<file path="config.mk">
export PLATFORM = sky130hd
export DESIGN_NAME = sram_host_ctrl
export DESIGN_NICKNAME = d
export VERILOG_FILES = /design/src/common/sram_host_pkg.sv /design/src/common/sram_pins_if.sv /design/src/logic/sram_pin_stage.sv /design/src/logic/sram_host_ctrl.sv
export SDC_FILE = /design/constraint.sdc
export NUM_CORES = 1
export LEC_CHECK = 0
export BUFFER_PORTS_ARGS = -buffer_cell sky130_fd_sc_hd__clkbuf_2
export CAP_MARGIN = 5
export CORE_MARGIN = 3
export CORE_UTILIZATION = 45
export DETAILED_ROUTE_END_ITERATION = 10
export MAX_ROUTING_LAYER = met4
export PLACE_DENSITY = 0.77
export SYNTH_ARGS = -nofsm -noshare
export SYNTH_HDL_FRONTEND = slang
export SYNTH_SLANG_ARGS = --single-unit
export TNS_END_PERCENT = 10
</file>
<file path="constraint.sdc">
create_clock -name REF_CLK -period 3.5 [get_ports REF_CLK]
set_clock_uncertainty 0.15 [all_clocks]
set_input_delay 0.7 -clock REF_CLK [delete_from_list [all_inputs] [get_ports REF_CLK]]
set_output_delay 0.7 -clock REF_CLK [all_outputs]
set_load 0.005 [all_outputs]
</file>
<file path="src/common/sram_host_pkg.sv">
package sram_host_pkg;
  localparam int ADDR_W = 19;
  localparam int DATA_W = 8;
  localparam int CLK_PS = 25000;
  // device timing, picoseconds, fastest grade
  localparam int ACCESS_PS          = 10000;
  localparam int OE_ACCESS_PS       = 5000;
  localparam int oe_release_time    = 5000;
  localparam int select_drive_time  = 3000;
  localparam int oe_drive_time      = 0;
  localparam int read_hold_time     = 3000;
  localparam int WRITE_PULSE_OE_PS  = 10000;
  localparam int data_setup_time    = 5000;
  localparam int data_hold_time     = 0;
  localparam int CYCLE_PS           = 10000;
  function automatic int cyc_up(input int ps);
    int c;
    c = (ps + CLK_PS - 1) / CLK_PS;
    return (c < 1) ? 1 : c;
  endfunction
  // cycle counts, least times rounded up
  localparam int RD_CYC   = cyc_up(ACCESS_PS) + 1; // +1 for pin sync
  localparam int WR_CYC   = cyc_up(WRITE_PULSE_OE_PS);
  localparam int TURN_CYC = cyc_up(oe_release_time);
  localparam int CNT_W    = 4;
  localparam logic [DATA_W-1:0] DATA_RST = 8'H00;
endpackage

</file>
<file path="src/common/sram_pins_if.sv">
// pin-level bundle between sequencer and pin stage
interface sram_pins_if;
  import sram_host_pkg::*;
  logic [ADDR_W-1:0] addr;
  logic              sel_n;
  logic              wr_n;
  logic              oe_n;
  logic [DATA_W-1:0] wdata;
  logic              drive;
  logic [DATA_W-1:0] rdata;
  modport seq (output addr, sel_n, wr_n, oe_n, wdata, drive, input rdata);
  modport pins (input addr, sel_n, wr_n, oe_n, wdata, drive, output rdata);
endinterface

</file>
<file path="src/logic/sram_pin_stage.sv">
module sram_pin_stage (
  // clock and reset
  input  wire logic                             REF_CLK,
  input  wire logic                             RESET,
  // sequencer side
  sram_pins_if.pins                             p,
  // data pin input from the memory
  input  wire logic [sram_host_pkg::DATA_W-1:0] data_in,
  // synchronised read data, two flops
  output logic [sram_host_pkg::DATA_W-1:0]      data_sync
);
  import sram_host_pkg::*;
  logic [DATA_W-1:0] meta_reg;
  // pin data is asynchronous to REF_CLK, second flop is the only reader
  always_ff @(posedge REF_CLK) begin
    if (RESET) begin
      meta_reg  <= DATA_RST;
      data_sync <= DATA_RST;
    end else begin
      meta_reg  <= data_in;
      data_sync <= meta_reg;
    end
  end
  assign p.rdata = data_sync;
endmodule

</file>
<file path="src/logic/sram_host_ctrl.sv">
module sram_host_ctrl (
  // clock and reset
  input  wire logic                             REF_CLK,
  input  wire logic                             RESET,
  // user request port
  input  wire logic                             REQ_VALID,
  input  wire logic                             REQ_WRITE,
  input  wire logic [sram_host_pkg::ADDR_W-1:0] REQ_ADDR,
  input  wire logic [sram_host_pkg::DATA_W-1:0] REQ_WDATA,
  output logic                                  REQ_READY,
  output logic                                  RD_VALID,
  output logic [sram_host_pkg::DATA_W-1:0]      RD_DATA,
  // memory pins
  output logic [sram_host_pkg::ADDR_W-1:0]      ADDR_IN,
  output logic                                  SEL_N,
  output logic                                  WR_N,
  output logic                                  OE_N,
  input  wire logic [sram_host_pkg::DATA_W-1:0] DATA_IO_I,
  output logic [sram_host_pkg::DATA_W-1:0]      DATA_IO_O,
  output logic                                  DATA_IO_OE
);
  import sram_host_pkg::*;

  typedef enum logic [2:0] {
    ST_IDLE = 3'H0,
    ST_RD   = 3'H1,
    ST_RDON = 3'H3,
    ST_TURN = 3'H2,
    ST_WSET = 3'H6,
    ST_WR   = 3'H7,
    ST_WEND = 3'H5
  } state_e;

  state_e            state_reg;
  logic [CNT_W-1:0]  cnt_reg;
  logic [DATA_W-1:0] data_sync;

  sram_pins_if pif ();

  sram_pin_stage u_pins (
    .REF_CLK   (REF_CLK),
    .RESET     (RESET),
    .p         (pif.pins),
    .data_in   (DATA_IO_I),
    .data_sync (data_sync)
  );

  // mirror pin flops into the bundle for the pin stage
  assign pif.addr  = ADDR_IN;
  assign pif.sel_n = SEL_N;
  assign pif.wr_n  = WR_N;
  assign pif.oe_n  = OE_N;
  assign pif.wdata = DATA_IO_O;
  assign pif.drive = DATA_IO_OE;

  // sequencer: each phase lasts a whole number of 25 ns cycles, which
  // overshoots every least time; simpler than sub-cycle edge placement
  always_ff @(posedge REF_CLK) begin
    if (RESET) begin
      state_reg  <= ST_IDLE;
      cnt_reg    <= '0;
      REQ_READY  <= 1'b0;
      RD_VALID   <= 1'b0;
      RD_DATA    <= DATA_RST;
      ADDR_IN    <= '0;
      SEL_N      <= 1'b1;
      WR_N       <= 1'b1;
      OE_N       <= 1'b1;
      DATA_IO_O  <= DATA_RST;
      DATA_IO_OE <= 1'b0;
    end else begin
      RD_VALID <= 1'b0;
      case (state_reg)
        ST_IDLE: begin
          REQ_READY <= 1'b1;
          if (REQ_VALID && REQ_READY) begin
            REQ_READY <= 1'b0;
            ADDR_IN   <= REQ_ADDR;
            SEL_N     <= 1'b0;
            cnt_reg   <= '0;
            if (REQ_WRITE) begin
              OE_N       <= 1'b1;
              DATA_IO_O  <= REQ_WDATA;
              DATA_IO_OE <= 1'b1;
              state_reg  <= ST_WSET;
            end else begin
              WR_N      <= 1'b1;
              OE_N      <= 1'b0;
              state_reg <= ST_RD;
            end
          end
        end
        ST_RD: begin
          // wait access plus two sync flops before sampling
          cnt_reg <= cnt_reg + 1'b1;
          if (cnt_reg == CNT_W'(RD_CYC)) begin
            RD_DATA   <= data_sync;
            RD_VALID  <= 1'b1;
            state_reg <= ST_RDON;
          end
        end
        ST_RDON: begin
          SEL_N     <= 1'b1;
          OE_N      <= 1'b1;
          cnt_reg   <= '0;
          state_reg <= ST_TURN;
        end
        ST_TURN: begin
          // let device float before anyone drives again
          cnt_reg <= cnt_reg + 1'b1;
          if (cnt_reg == CNT_W'(TURN_CYC - 1)) begin
            state_reg <= ST_IDLE;
          end
        end
        ST_WSET: begin
          WR_N      <= 1'b0;
          cnt_reg   <= '0;
          state_reg <= ST_WR;
        end
        ST_WR: begin
          cnt_reg <= cnt_reg + 1'b1;
          if (cnt_reg == CNT_W'(WR_CYC - 1)) begin
            WR_N      <= 1'b1;
            state_reg <= ST_WEND;
          end
        end
        ST_WEND: begin
          // address, data and select held one cycle past write end
          SEL_N      <= 1'b1;
          DATA_IO_OE <= 1'b0;
          cnt_reg    <= '0;
          state_reg  <= ST_TURN;
        end
        default: state_reg <= ST_IDLE;
      endcase
    end
  end

  // host never drives data while device may be in read mode
  a_no_contention: assert property (
    @(posedge REF_CLK) disable iff (RESET)
    !(DATA_IO_OE && !OE_N && WR_N && !SEL_N))
    else $error("host drives data during read mode");

  a_read_wr_high: assert property (
    @(posedge REF_CLK) disable iff (RESET)
    (!OE_N && !SEL_N) |-> WR_N)
    else $error("write strobe active during read");

  a_oe_no_drive: assert property (
    @(posedge REF_CLK) disable iff (RESET)
    !OE_N |-> !DATA_IO_OE)
    else $error("host drives data while output enabled");

  a_ready_idle: assert property (
    @(posedge REF_CLK) disable iff (RESET)
    REQ_READY |-> SEL_N && WR_N && OE_N && !DATA_IO_OE)
    else $error("ready raised while a cycle is open");

  // read path: enable edge, two sync flops, then the capture cycle
  a_read_sample: assert property (
    @(posedge REF_CLK) disable iff (RESET)
    $fell(OE_N) |-> ##3 RD_VALID)
    else $error("read sampled at wrong time");

  a_read_open: assert property (
    @(posedge REF_CLK) disable iff (RESET)
    RD_VALID |-> !OE_N && !SEL_N && WR_N)
    else $error("read data taken after the read closed");

  // write path: one whole cycle of strobe covers every least time
  a_write_pulse: assert property (
    @(posedge REF_CLK) disable iff (RESET)
    $fell(WR_N) |-> (!WR_N && !SEL_N)[*1] ##1 (WR_N && !SEL_N))
    else $error("write pulse length wrong");

  a_write_sel_first: assert property (
    @(posedge REF_CLK) disable iff (RESET)
    $fell(WR_N) |-> !$past(SEL_N))
    else $error("select not active before write start");

  a_write_select: assert property (
    @(posedge REF_CLK) disable iff (RESET)
    $rose(WR_N) |-> !SEL_N && DATA_IO_OE && $stable(ADDR_IN))
    else $error("select or data dropped before write end");

  a_addr_hold: assert property (
    @(posedge REF_CLK) disable iff (RESET)
    !WR_N |=> $stable(ADDR_IN))
    else $error("address moved during write");

  a_sel_addr_hold: assert property (
    @(posedge REF_CLK) disable iff (RESET)
    (!SEL_N && !$past(SEL_N)) |-> $stable(ADDR_IN))
    else $error("address moved while selected");

  a_data_setup: assert property (
    @(posedge REF_CLK) disable iff (RESET)
    $fell(WR_N) |-> $past(DATA_IO_OE) && $stable(DATA_IO_O))
    else $error("write data not set up");

  a_data_hold: assert property (
    @(posedge REF_CLK) disable iff (RESET)
    !WR_N |=> DATA_IO_OE && $stable(DATA_IO_O))
    else $error("write data released at write end");

  a_write_oe_off: assert property (
    @(posedge REF_CLK) disable iff (RESET)
    !WR_N |-> OE_N)
    else $error("output enable active during write");

  a_addr_at_end: assert property (
    @(posedge REF_CLK) disable iff (RESET)
    $rose(SEL_N) |-> $stable(ADDR_IN))
    else $error("address moved as select rose");

  a_turnaround: assert property (
    @(posedge REF_CLK) disable iff (RESET)
    $rose(SEL_N) |=> SEL_N)
    else $error("cycles not spaced");

  a_idle_gap: assert property (
    @(posedge REF_CLK) disable iff (RESET)
    $rose(SEL_N) |-> SEL_N[*3])
    else $error("idle gap between cycles too short");
endmodule

</file>
==> summary.txt, run 1 <==
Global routing
  • Grt ovf: 0
  • Global-route wire length before repair: 9520 um
  • Number of global-route vias before repair: 2042
  • Initial antenna violation count: 0
  • Pin count of the biggest net entering global routing: 37
  • Gr usage total: 0.194

Floorplan
  • Die Span Y: 80.9 um
  • Die X: 80.9 um
  • Die area: 6550 sq um
  • Rows: 26
  • Ports: 80
  • Core Area: 5270 sq um
  • Starting Density: 0.479

Setup path
  • Setup CP Type: flip-flop to flip-flop
  • Worst r2r dst: cnt_reg[0]
  • Reg2Reg Setup Slack: 1.30 ns
  • Critical Path AT: 2.31 ns
  • Worst Path Required: 3.61 ns
  • Worst path slowest cell: dfxtp_1
  • Worst r2r src: state_reg[1]
  • Crit end category: flip-flop
  • CP cell instances: or2_1 -> o2111ai_2 -> a211oi_1
  • Max incr delay on CP: 0.72 ns
  • Crit path max fanout: 26
  • Critical Path Start Type: flip-flop
  • R2R depth: 3

Timing
  • Peak Freq: 455 MHz
  • Max Slew Vio Count: 0
  • Period utilization: 0.628
  • Final setup viols: 0
  • PnR worst setup slack: 1.30 ns
  • RSZ-0062 raised after global routing: no
  • WHS: 0.291 ns
  • Slew @ Worst Pin: 0.937 ns
  • TNS Setup: 0 ns
  • Slew HR: 0.375
  • Fin. Hold Viols: 0
  • Post-route minimum period: 2.20 ns

Layout
  • Max reg flops: 19
  • # nets final: 388
  • Share of cells above drive strength 1: 0.299
  • Final Core Density: 0.598
  • Antenna cells: 0
  • P&R area growth vs syn: 24.7%
  • Most flops, register: ADDR_IN
  • Final instance area: 3150 sq um

Route
  • Drt via density: 5.33
  • Detailed-route DRC error count: 0
  • DRT Pass-1 Iters: 4
  • Vias post-DR: 2244
  • DRT antenna net count: 0
  • DRT iter0 DRCs: 186
  • WL final: 5910 um
  • Post-DR wirelength/cell: 14.0 um

Power
  • Max IR drop VDD: 0.000286 V
  • LEAKAGE: 1.27 nW
  • Pwr Density: 547 nW/um^2

Clocking
  • Post-CTS repair timing setup buffer count: 0
  • Clock Sinks: 64
  • Bufs on Longest Clock Path: 2
  • Clock Latency Late Sink: 0.34 ns
  • H-tree levels: 3
  • Hold_buf cts: 0
  • Root buffer cell: clkbuf_8
  • CTS Buf Count: 9
  • Post-cts resize count: 0
  • CTS tree: yes
  • Clock-pin slew on the worst setup and hold paths: 0.07 ns

Logic synthesis
  • Combinational family with the most area after synthesis: compound AO/OA/AOI/OAI gates
  • Number of synthesized flops with an enable pin: 0
  • Synth Area in Simple Gates: 0.209
  • Gate Count Post-Synth: 277
  • Post-synthesis sequential area ratio: 0.507
  • Mapped Area: 2530 sq um
  • Yosys reg bits: 64
  • Yosys warnings: 0
  • Post-Synth XOR/XNOR Area: 0
  • Syn Nets: 319
  • Top FF cell, synth: dfxtp_1
  • Synth Area per Inst: 9.12 sq um
  • Yosys cell types: 42
  • Mux cell area share after synthesis: 0
  • Ys async rst share: 0
  • Adder-cell area share of the yosys netlist: 0.0149
  • Complex-gate fraction of the synthesized area: 0.216

Place
  • Port Buffers: 79
  • Dpl hpwl: 3920 um
  • DP Area: 2910 sq um
  • GPL Wtd Cong: 0.772
  • Place WS: 1.24 ns

Worst hold path
  • Worst Hold Depth: 1
  • Hold Crit Class: flip-flop to flip-flop
  • Hold Path Origin: u_pins.meta_reg[1]
  • Worst Hold Endpoint: u_pins.data_sync[1]

Flow run
  • Max-cap violations: 0

Status
  • Status: finished, final reports clean
-- layout make-up --
type,count,area (sq um)
clock buffer,9,124
clock inverter,7,120
fill,487,2120
inverter,4,15.0
multi-input combinational,186,1110
sequential,64,1280
tap,70,87.6
timing repair buffer,81,410
-- synthesized netlist by cell type, types with 2 or more instances --
library cell / number / share of area
o21ai_0: 40 / 0.079
nand2b_1: 2 / 0.0050
nor3_1: 4 / 0.0079
inv_1: 4 / 0.0059
buf_4: 2 / 0.0059
or3b_1: 3 / 0.010
dfxtp_1: 64 / 0.51
a21oi_1: 40 / 0.079
o32a_1: 2 / 0.0079
nor2b_1: 16 / 0.040
nor3b_4: 2 / 0.015
ha_1: 3 / 0.015
clkbuf_1: 11 / 0.016
nand2_1: 6 / 0.0089
and3b_1: 2 / 0.0069
buf_6: 2 / 0.0089
a211o_1: 2 / 0.0069
a22oi_1: 2 / 0.0059
nor2_1: 3 / 0.0045
buf_2: 7 / 0.014
nand3_1: 39 / 0.077
-- worst max-delay path by stage --
stage,start,slack (ns),to,depth (start not counted)
after floorplan,REQ_WRITE,1.81,state_reg[1],4
after global placement,REQ_VALID,1.33,cnt_reg[0],5
after detailed placement,REQ_VALID,1.24,cnt_reg[0],5
after CTS,state_reg[1],1.32,cnt_reg[0],3
after global routing,state_reg[1],1.13,cnt_reg[0],3
final,state_reg[1],1.30,cnt_reg[0],3
-- power breakdown --
| part | total [mW] | switching, mW | internal (mW) | leakage (nW) |
|---|---|---|---|---|
| sequential | 0.786 | 0.0249 | 0.762 | 0.522 |
| clock | 0.767 | 0.293 | 0.474 | 0.119 |
| combinational | 0.169 | 0.0993 | 0.0695 | 0.633 |
-- critical path: cells and delay by family, from the launching register on --
kind	cells	cell delay, ns
flops	1	0.72
simple gates	1	0.72
compound gates	2	0.53
-- per-layer routing --
metal,vias up,GRT usage,share of wire
met1,1024,0.250,0.44
met5,-,-,0
li1,1133,-,-
met3,13,0.0510,0.062
met4,0,0.0929,0.020
met2,74,0.284,0.48
-- logic make-up after synthesis --
group                    count (synthesis)
AO/OA/AOI/OAI                           96
AND/OR/NAND/NOR                         87
flip-flops                              64
buffers and inverters                   27
adder cells (fa/ha/maj)                  3
-- metrics by stage --
stage / power, mW / cells
after floorplan: 0.909 / 277
after detailed placement: 0.970 / 405
final: 1.72 / 421
after global placement: 0.966 / 405
after CTS: 1.73 / 421
after global routing: 1.79 / 421
-- layout by cell type (no fill, tap or decap), drive strengths merged --
cell type,synthesis,final
and3b,2,2
a22oi,2,2
a21o,1,1
nand3b,2,2
inv,4,4
nor3,4,4
nand2,6,6
or3b,3,3
nor2,4,4
nand4b,1,1
a211o,2,2
a211oi,1,1
clkinv,0,3
nand2b,2,2
clkbuf,12,88
bufinv,0,3
a22o,1,1
clkinvlp,0,1
dfxtp,64,64
nand4,1,1
nand3,39,39
and3,1,1
o32a,2,2
buf,11,2
nor3b,4,4
ha,3,3
or2,1,1
a32oi,1,1
o2111ai,2,2
nor2b,16,16
o22ai,2,2
o221a,1,1
o21ai,40,40
or4bb,1,1
a21boi,1,1
a21oi,40,40
Power figures use the tool's default switching activity.
==> inputs of run 2 (changes only) <==
--- a/config.mk
+++ b/config.mk
@@ -11,7 +11,7 @@
 export CORE_UTILIZATION = 45
 export DETAILED_ROUTE_END_ITERATION = 10
 export MAX_ROUTING_LAYER = met4
-export PLACE_DENSITY = 0.77
+export PLACE_DENSITY = 0.8
 export SYNTH_ARGS = -nofsm -noshare
 export SYNTH_HDL_FRONTEND = slang
 export SYNTH_SLANG_ARGS = --single-unit
==> constraint.sdc (replaced) <==
create_clock -name REF_CLK -period 1.9 [get_ports REF_CLK]
set_clock_uncertainty 0.15 [all_clocks]
set_input_delay 0.38 -clock REF_CLK [delete_from_list [all_inputs] [get_ports REF_CLK]]
set_output_delay 0.38 -clock REF_CLK [all_outputs]
set_load 0.005 [all_outputs]
==> run 2 against run 1 <==
Effect of this change: sequential power grew 83%; largest cell class unchanged; clock-buffer cell count grew 5; critical endpoint is now RD_DATA[5]; global-route usage stayed put; first-iteration DRC count decreased by 22%; final cell count grew 2.6%.
==> summary.txt, run 2 (synthesis gave the netlist of run 1 again) <==
Status
  • Status: finished, final reports clean

Place
  • Placed cell count: 416
  • GPL Wtd Cong: 0.774
  • Dpl hpwl: 4110 um
  • Port Buffers: 79
  • DP Area: 3000 sq um

Timing
  • Period utilization: 0.892
  • TNS Setup: 0 ns
  • Fin. Hold Viols: 0
  • Slew HR: 0.696
  • Max Slew Vio Count: 0
  • Slew @ Worst Pin: 0.455 ns
  • Post-route minimum period: 1.69 ns
  • Peak Freq: 590 MHz
  • Final setup viols: 0
  • RSZ-0062 raised after global routing: no

Layout
  • Max reg flops: 19
  • Most frequent cells in the layout: 79 x clkbuf_2, 64 x dfxtp_1, 40 x o21ai_0, 40 x a21oi_1, 39 x nand3_1
  • P&R area growth vs syn: 27.4%
  • # nets final: 399
  • Share of cells above drive strength 1: 0.318
  • Antenna cells: 0
  • Commonest non-fill, non-tap cell in the layout: clkbuf_2
  • Most flops, register: ADDR_IN
  • Sequential cell area: 1280 sq um
  • Final Core Density: 0.611
  • Multi-input gate area: 1110 sq um
  • Filler cells: 491
  • Final std cells w/o fill: 432
  • Final instance area: 3220 sq um

Clocking
  • Hold_buf cts: 0
  • Post-cts resize count: 0
  • Clock Latency Late Sink: 0.33 ns
  • CTS Buf Count: 9
  • Clock Sinks: 64
  • H-tree levels: 3
  • Clock-pin slew on the worst setup and hold paths: 0.06 ns
  • Bufs on Longest Clock Path: 2
  • Post-CTS repair timing setup buffer count: 0
  • CTS tree: yes
  • Root buffer cell: clkbuf_8

Floorplan
  • Die area: 6550 sq um
  • Ports: 80
  • Core Area: 5270 sq um
  • Die X: 80.9 um
  • Rows: 26
  • Die Span Y: 80.9 um
  • Starting Density: 0.479

Power
  • Max IR drop VDD: 0.000468 V
  • Part of the power in registers: 0.476
  • Clock power frac: 0.408
  • Part of the power in combinational logic: 0.116
  • Pwr Density: 940 nW/um^2
  • Switching part of the total: 0.238
  • Net load switching power: 0.719 mW
  • P_int: 2.31 mW
  • LEAKAGE: 1.32 nW

Setup path
  • Setup CP Type: flip-flop to flip-flop
  • Critical Path Start Type: flip-flop
  • Critical Path AT: 1.74 ns
  • R2R depth: 5
  • Crit end category: flip-flop
  • Crit path max fanout: 9
  • Worst Path Required: 1.95 ns

Global routing
  • Number of global-route vias before repair: 2199
  • Initial antenna violation count: 0
  • Gr usage total: 0.194
  • Global-route wire length before repair: 9710 um
  • Grt ovf: 0
  • Pin count of the biggest net entering global routing: 38

Route
  • Post-DR wirelength/cell: 13.6 um
  • DRT iter0 DRCs: 145
  • Vias post-DR: 2332
  • DRT antenna net count: 0
  • Drt via density: 5.40
  • Detailed-route DRC error count: 0
  • DRT Pass-1 Iters: 5
  • WL final: 5870 um

Worst hold path
  • Worst Hold Depth: 2
  • Hold Crit Class: input port to flip-flop

Flow run
  • Max-cap violations: 0
## run 2: worst paths after layout
kind | end | start | slack, ns
worst max-delay path | RD_DATA[5] | cnt_reg[0] | 0.21
worst min-delay path | u_pins.meta_reg[6] | DATA_IO_I[6] | 0.11
worst max register to register | RD_DATA[5] | cnt_reg[0] | 0.21
worst min register to register | u_pins.data_sync[1] | u_pins.meta_reg[1] | 0.28
## run 2: area by class of cell
| cell class | instances | share of cell area |
|---|---|---|
| clock buffers | 14 | 0.0568 |
| clock inverters | 2 | 0.0109 |
| inverters | 4 | 0.00467 |
| multi-input cells | 186 | 0.345 |
| flip-flops and latches | 64 | 0.398 |
| well taps | 70 | 0.0272 |
| repair buffers | 92 | 0.157 |
## run 2: layer usage
metal  routed length, um  track usage  part of all wire
met1                2630        0.244              0.45
met5                   0            -                 0
met3                 309       0.0388             0.053
met2                2810        0.292              0.48
met4                 117        0.108             0.020
## run 2: power groups by stage
stage	sequential [mW]	combinational [mW]	clock (mW)
floorplan	1.47	0.209	0
global placement	1.47	0.341	0
detailed placement	1.47	0.348	0
CTS	1.44	0.350	1.25
global route	1.45	0.391	1.31
finish	1.44	0.350	1.24
## run 2: worst max-delay path, stage by stage (launching register included)
cell	delay [ns]
dfxtp_1	0.33
inv_1	0.10
ha_1	0.19
or3b_1	0.47
o21ai_0	0.23
a21oi_1	0.09
## run 2: through the flow
| step | total power, mW | hold WS [ns] | setup WS (ns) |
|---|---|---|---|
| detailed placement | 1.82 | 0.273 | 0.219 |
| CTS | 3.04 | 0.0988 | 0.213 |
| floorplan | 1.67 | 0.264 | 0.349 |
| global route | 3.15 | 0.112 | 0.0748 |
| global placement | 1.81 | 0.269 | 0.285 |
| finish | 3.03 | 0.112 | 0.206 |
==> inputs of run 3 (changes only) <==
--- a/config.mk
+++ b/config.mk
@@ -11,8 +11,9 @@
 export CORE_UTILIZATION = 45
 export DETAILED_ROUTE_END_ITERATION = 10
 export MAX_ROUTING_LAYER = met4
-export PLACE_DENSITY = 0.8
+export PLACE_DENSITY = 0.79
 export SYNTH_ARGS = -nofsm -noshare
 export SYNTH_HDL_FRONTEND = slang
+export SYNTH_HIERARCHICAL = 1
 export SYNTH_SLANG_ARGS = --single-unit
 export TNS_END_PERCENT = 10
==> run 3 against run 2 <==
Effect of this change: utilization is 1.2 points lower; sequential power hardly changed; via count is 5.7% lower; clock-buffer cell count is 4 lower; hold slack worse by 0.0062 ns; critical endpoint is now WR_N; largest power group unchanged; highest routed layer unchanged.
==> summary.txt, run 3 <==
Status
  • Status: finished, final reports clean

Setup path
  • Worst r2r dst: WR_N
  • Critical Path AT: 1.71 ns
  • Worst r2r src: cnt_reg[0]
  • Crit path max fanout: 4
  • Setup CP Type: flip-flop to flip-flop
  • End point of the critical path: WR_N
  • CP cell instances: inv_1 -> ha_1 -> and4bb_1 -> a31o_1 -> o31a_1
  • Reg2Reg Setup Slack: 0.26 ns
  • Worst Path Required: 1.97 ns
  • R2R depth: 5
  • CP startpoint: cnt_reg[0]
  • Max incr delay on CP: 0.38 ns
  • Worst path slowest cell: dfxtp_1
  • Crit end category: flip-flop
  • Critical Path Start Type: flip-flop

Place
  • Port Buffers: 79
  • Place WS: 0.224 ns
  • Placed cell count: 408
  • Dpl hpwl: 3920 um
  • GPL Wtd Cong: 0.801

Timing
  • WHS: 0.106 ns
  • Slew @ Worst Pin: 0.489 ns
  • TNS Setup: 0 ns
  • Peak Freq: 609 MHz
  • Post-route minimum period: 1.64 ns
  • Period utilization: 0.864
  • Final setup viols: 0
  • RSZ-0062 raised after global routing: no
  • Max Slew Vio Count: 0
  • PnR worst setup slack: 0.258 ns
  • Fin. Hold Viols: 0
  • Slew HR: 0.674

Route
  • DRT antenna net count: 0
  • Post-DR wirelength/cell: 13.1 um
  • Drt via density: 5.18
  • Vias post-DR: 2198
  • WL final: 5550 um
  • DRT Pass-1 Iters: 4
  • Detailed-route DRC error count: 0
  • DRT iter0 DRCs: 89

Logic synthesis
  • Yosys warnings: 6
  • Synth Area per Inst: 9.31 sq um
  • Gate Count Post-Synth: 272
  • Mapped Area: 2530 sq um
  • Syn Nets: 314

Floorplan
  • Die X: 81 um
  • Starting Density: 0.480
  • Die area: 6560 sq um
  • Rows: 26
  • Die Span Y: 81 um
  • Ports: 80
  • Core Area: 5270 sq um

Clocking
  • CTS tree: yes
  • Clock Sinks: 64
  • Hold_buf cts: 0
  • Post-CTS repair timing setup buffer count: 0
  • CTS Buf Count: 9
  • H-tree levels: 3
  • Post-cts resize count: 0
  • Clock-pin slew on the worst setup and hold paths: 0.07 ns
  • Root buffer cell: clkbuf_8
  • Bufs on Longest Clock Path: 2
  • Clock Latency Late Sink: 0.33 ns

Global routing
  • Global-route wire length before repair: 9270 um
  • Pin count of the biggest net entering global routing: 24
  • Gr usage total: 0.186
  • Number of global-route vias before repair: 2080
  • Initial antenna violation count: 0
  • Grt ovf: 0

Layout
  • Commonest non-fill, non-tap cell in the layout: clkbuf_2
  • P&R area growth vs syn: 24.7%
  • # nets final: 391
  • Antenna cells: 0
  • Most flops, register: ADDR_IN
  • Filler cells: 485
  • Sequential cell area: 1280 sq um
  • Share of cells above drive strength 1: 0.350
  • Final std cells w/o fill: 424
  • Most frequent cells in the layout: 79 x clkbuf_2, 64 x dfxtp_1, 33 x a21oi_1, 32 x nand3_1, 28 x o21ai_0
  • Max reg flops: 19
  • Multi-input gate area: 1100 sq um

Power
  • Pwr Density: 906 nW/um^2
  • LEAKAGE: 1.30 nW
  • Max IR drop VDD: 0.000546 V

Worst hold path
  • Worst Hold Depth: 2
  • Hold Crit Class: input port to flip-flop

Flow run
  • Max-cap violations: 0
run 3: layer usage:
layer  global-route usage  routed length [um]  share of wire
met5                    -                   0              0
met4               0.0811                  71          0.013
met3               0.0466                 408          0.074
met1                0.224                2550           0.46
met2                0.296                2520           0.45
run 3: per-stage QoR:
step | util | area [sq um] | power (mW)
floorplan | - | 2530 | 1.70
global placement | 0.564 | 2970 | 1.84
detailed placement | 0.564 | 2970 | 1.85
CTS | 0.599 | 3160 | 2.88
global route | 0.599 | 3160 | 2.99
finish | 0.599 | 3160 | 2.86
run 3: cell type report:
type	instances	share of cell area
sequential	64	0.406
inverter	3	0.00357
tap	70	0.0278
clock buffer	10	0.0436
timing repair buffer	90	0.155
multi-input combinational	181	0.349
clock inverter	6	0.0143
run 3: worst max-delay path: cells and delay by family (launching register included):
kind / cells / cell delay, ns
AOI/OAI and AO/OA: 2 / 0.51
adders and majority gates: 1 / 0.19
buffers and inverters: 1 / 0.10
DFF: 1 / 0.38
and+or+nand+nor: 1 / 0.21
run 3: where the power goes:
group | internal (mW) | leakage, nW | switching (mW)
sequential | 1.41 | 0.522 | 0.0474
combinational | 0.165 | 0.695 | 0.195
clock | 0.510 | 0.0845 | 0.534
total | 2.08 | 1.30 | 0.776
run 3: how the worst min path moves through the flow:
stage | from | to | slack [ns]
after floorplan | u_pins/meta_reg[3] | u_pins/data_sync[3] | 0.26
after global placement | u_pins/meta_reg[6] | u_pins/data_sync[6] | 0.27
after detailed placement | u_pins/meta_reg[6] | u_pins/data_sync[6] | 0.27
after CTS | DATA_IO_I[6] | u_pins/meta_reg[6] | 0.09
after global routing | DATA_IO_I[4] | u_pins/meta_reg[4] | 0.1
final | DATA_IO_I[6] | u_pins/meta_reg[6] | 0.11
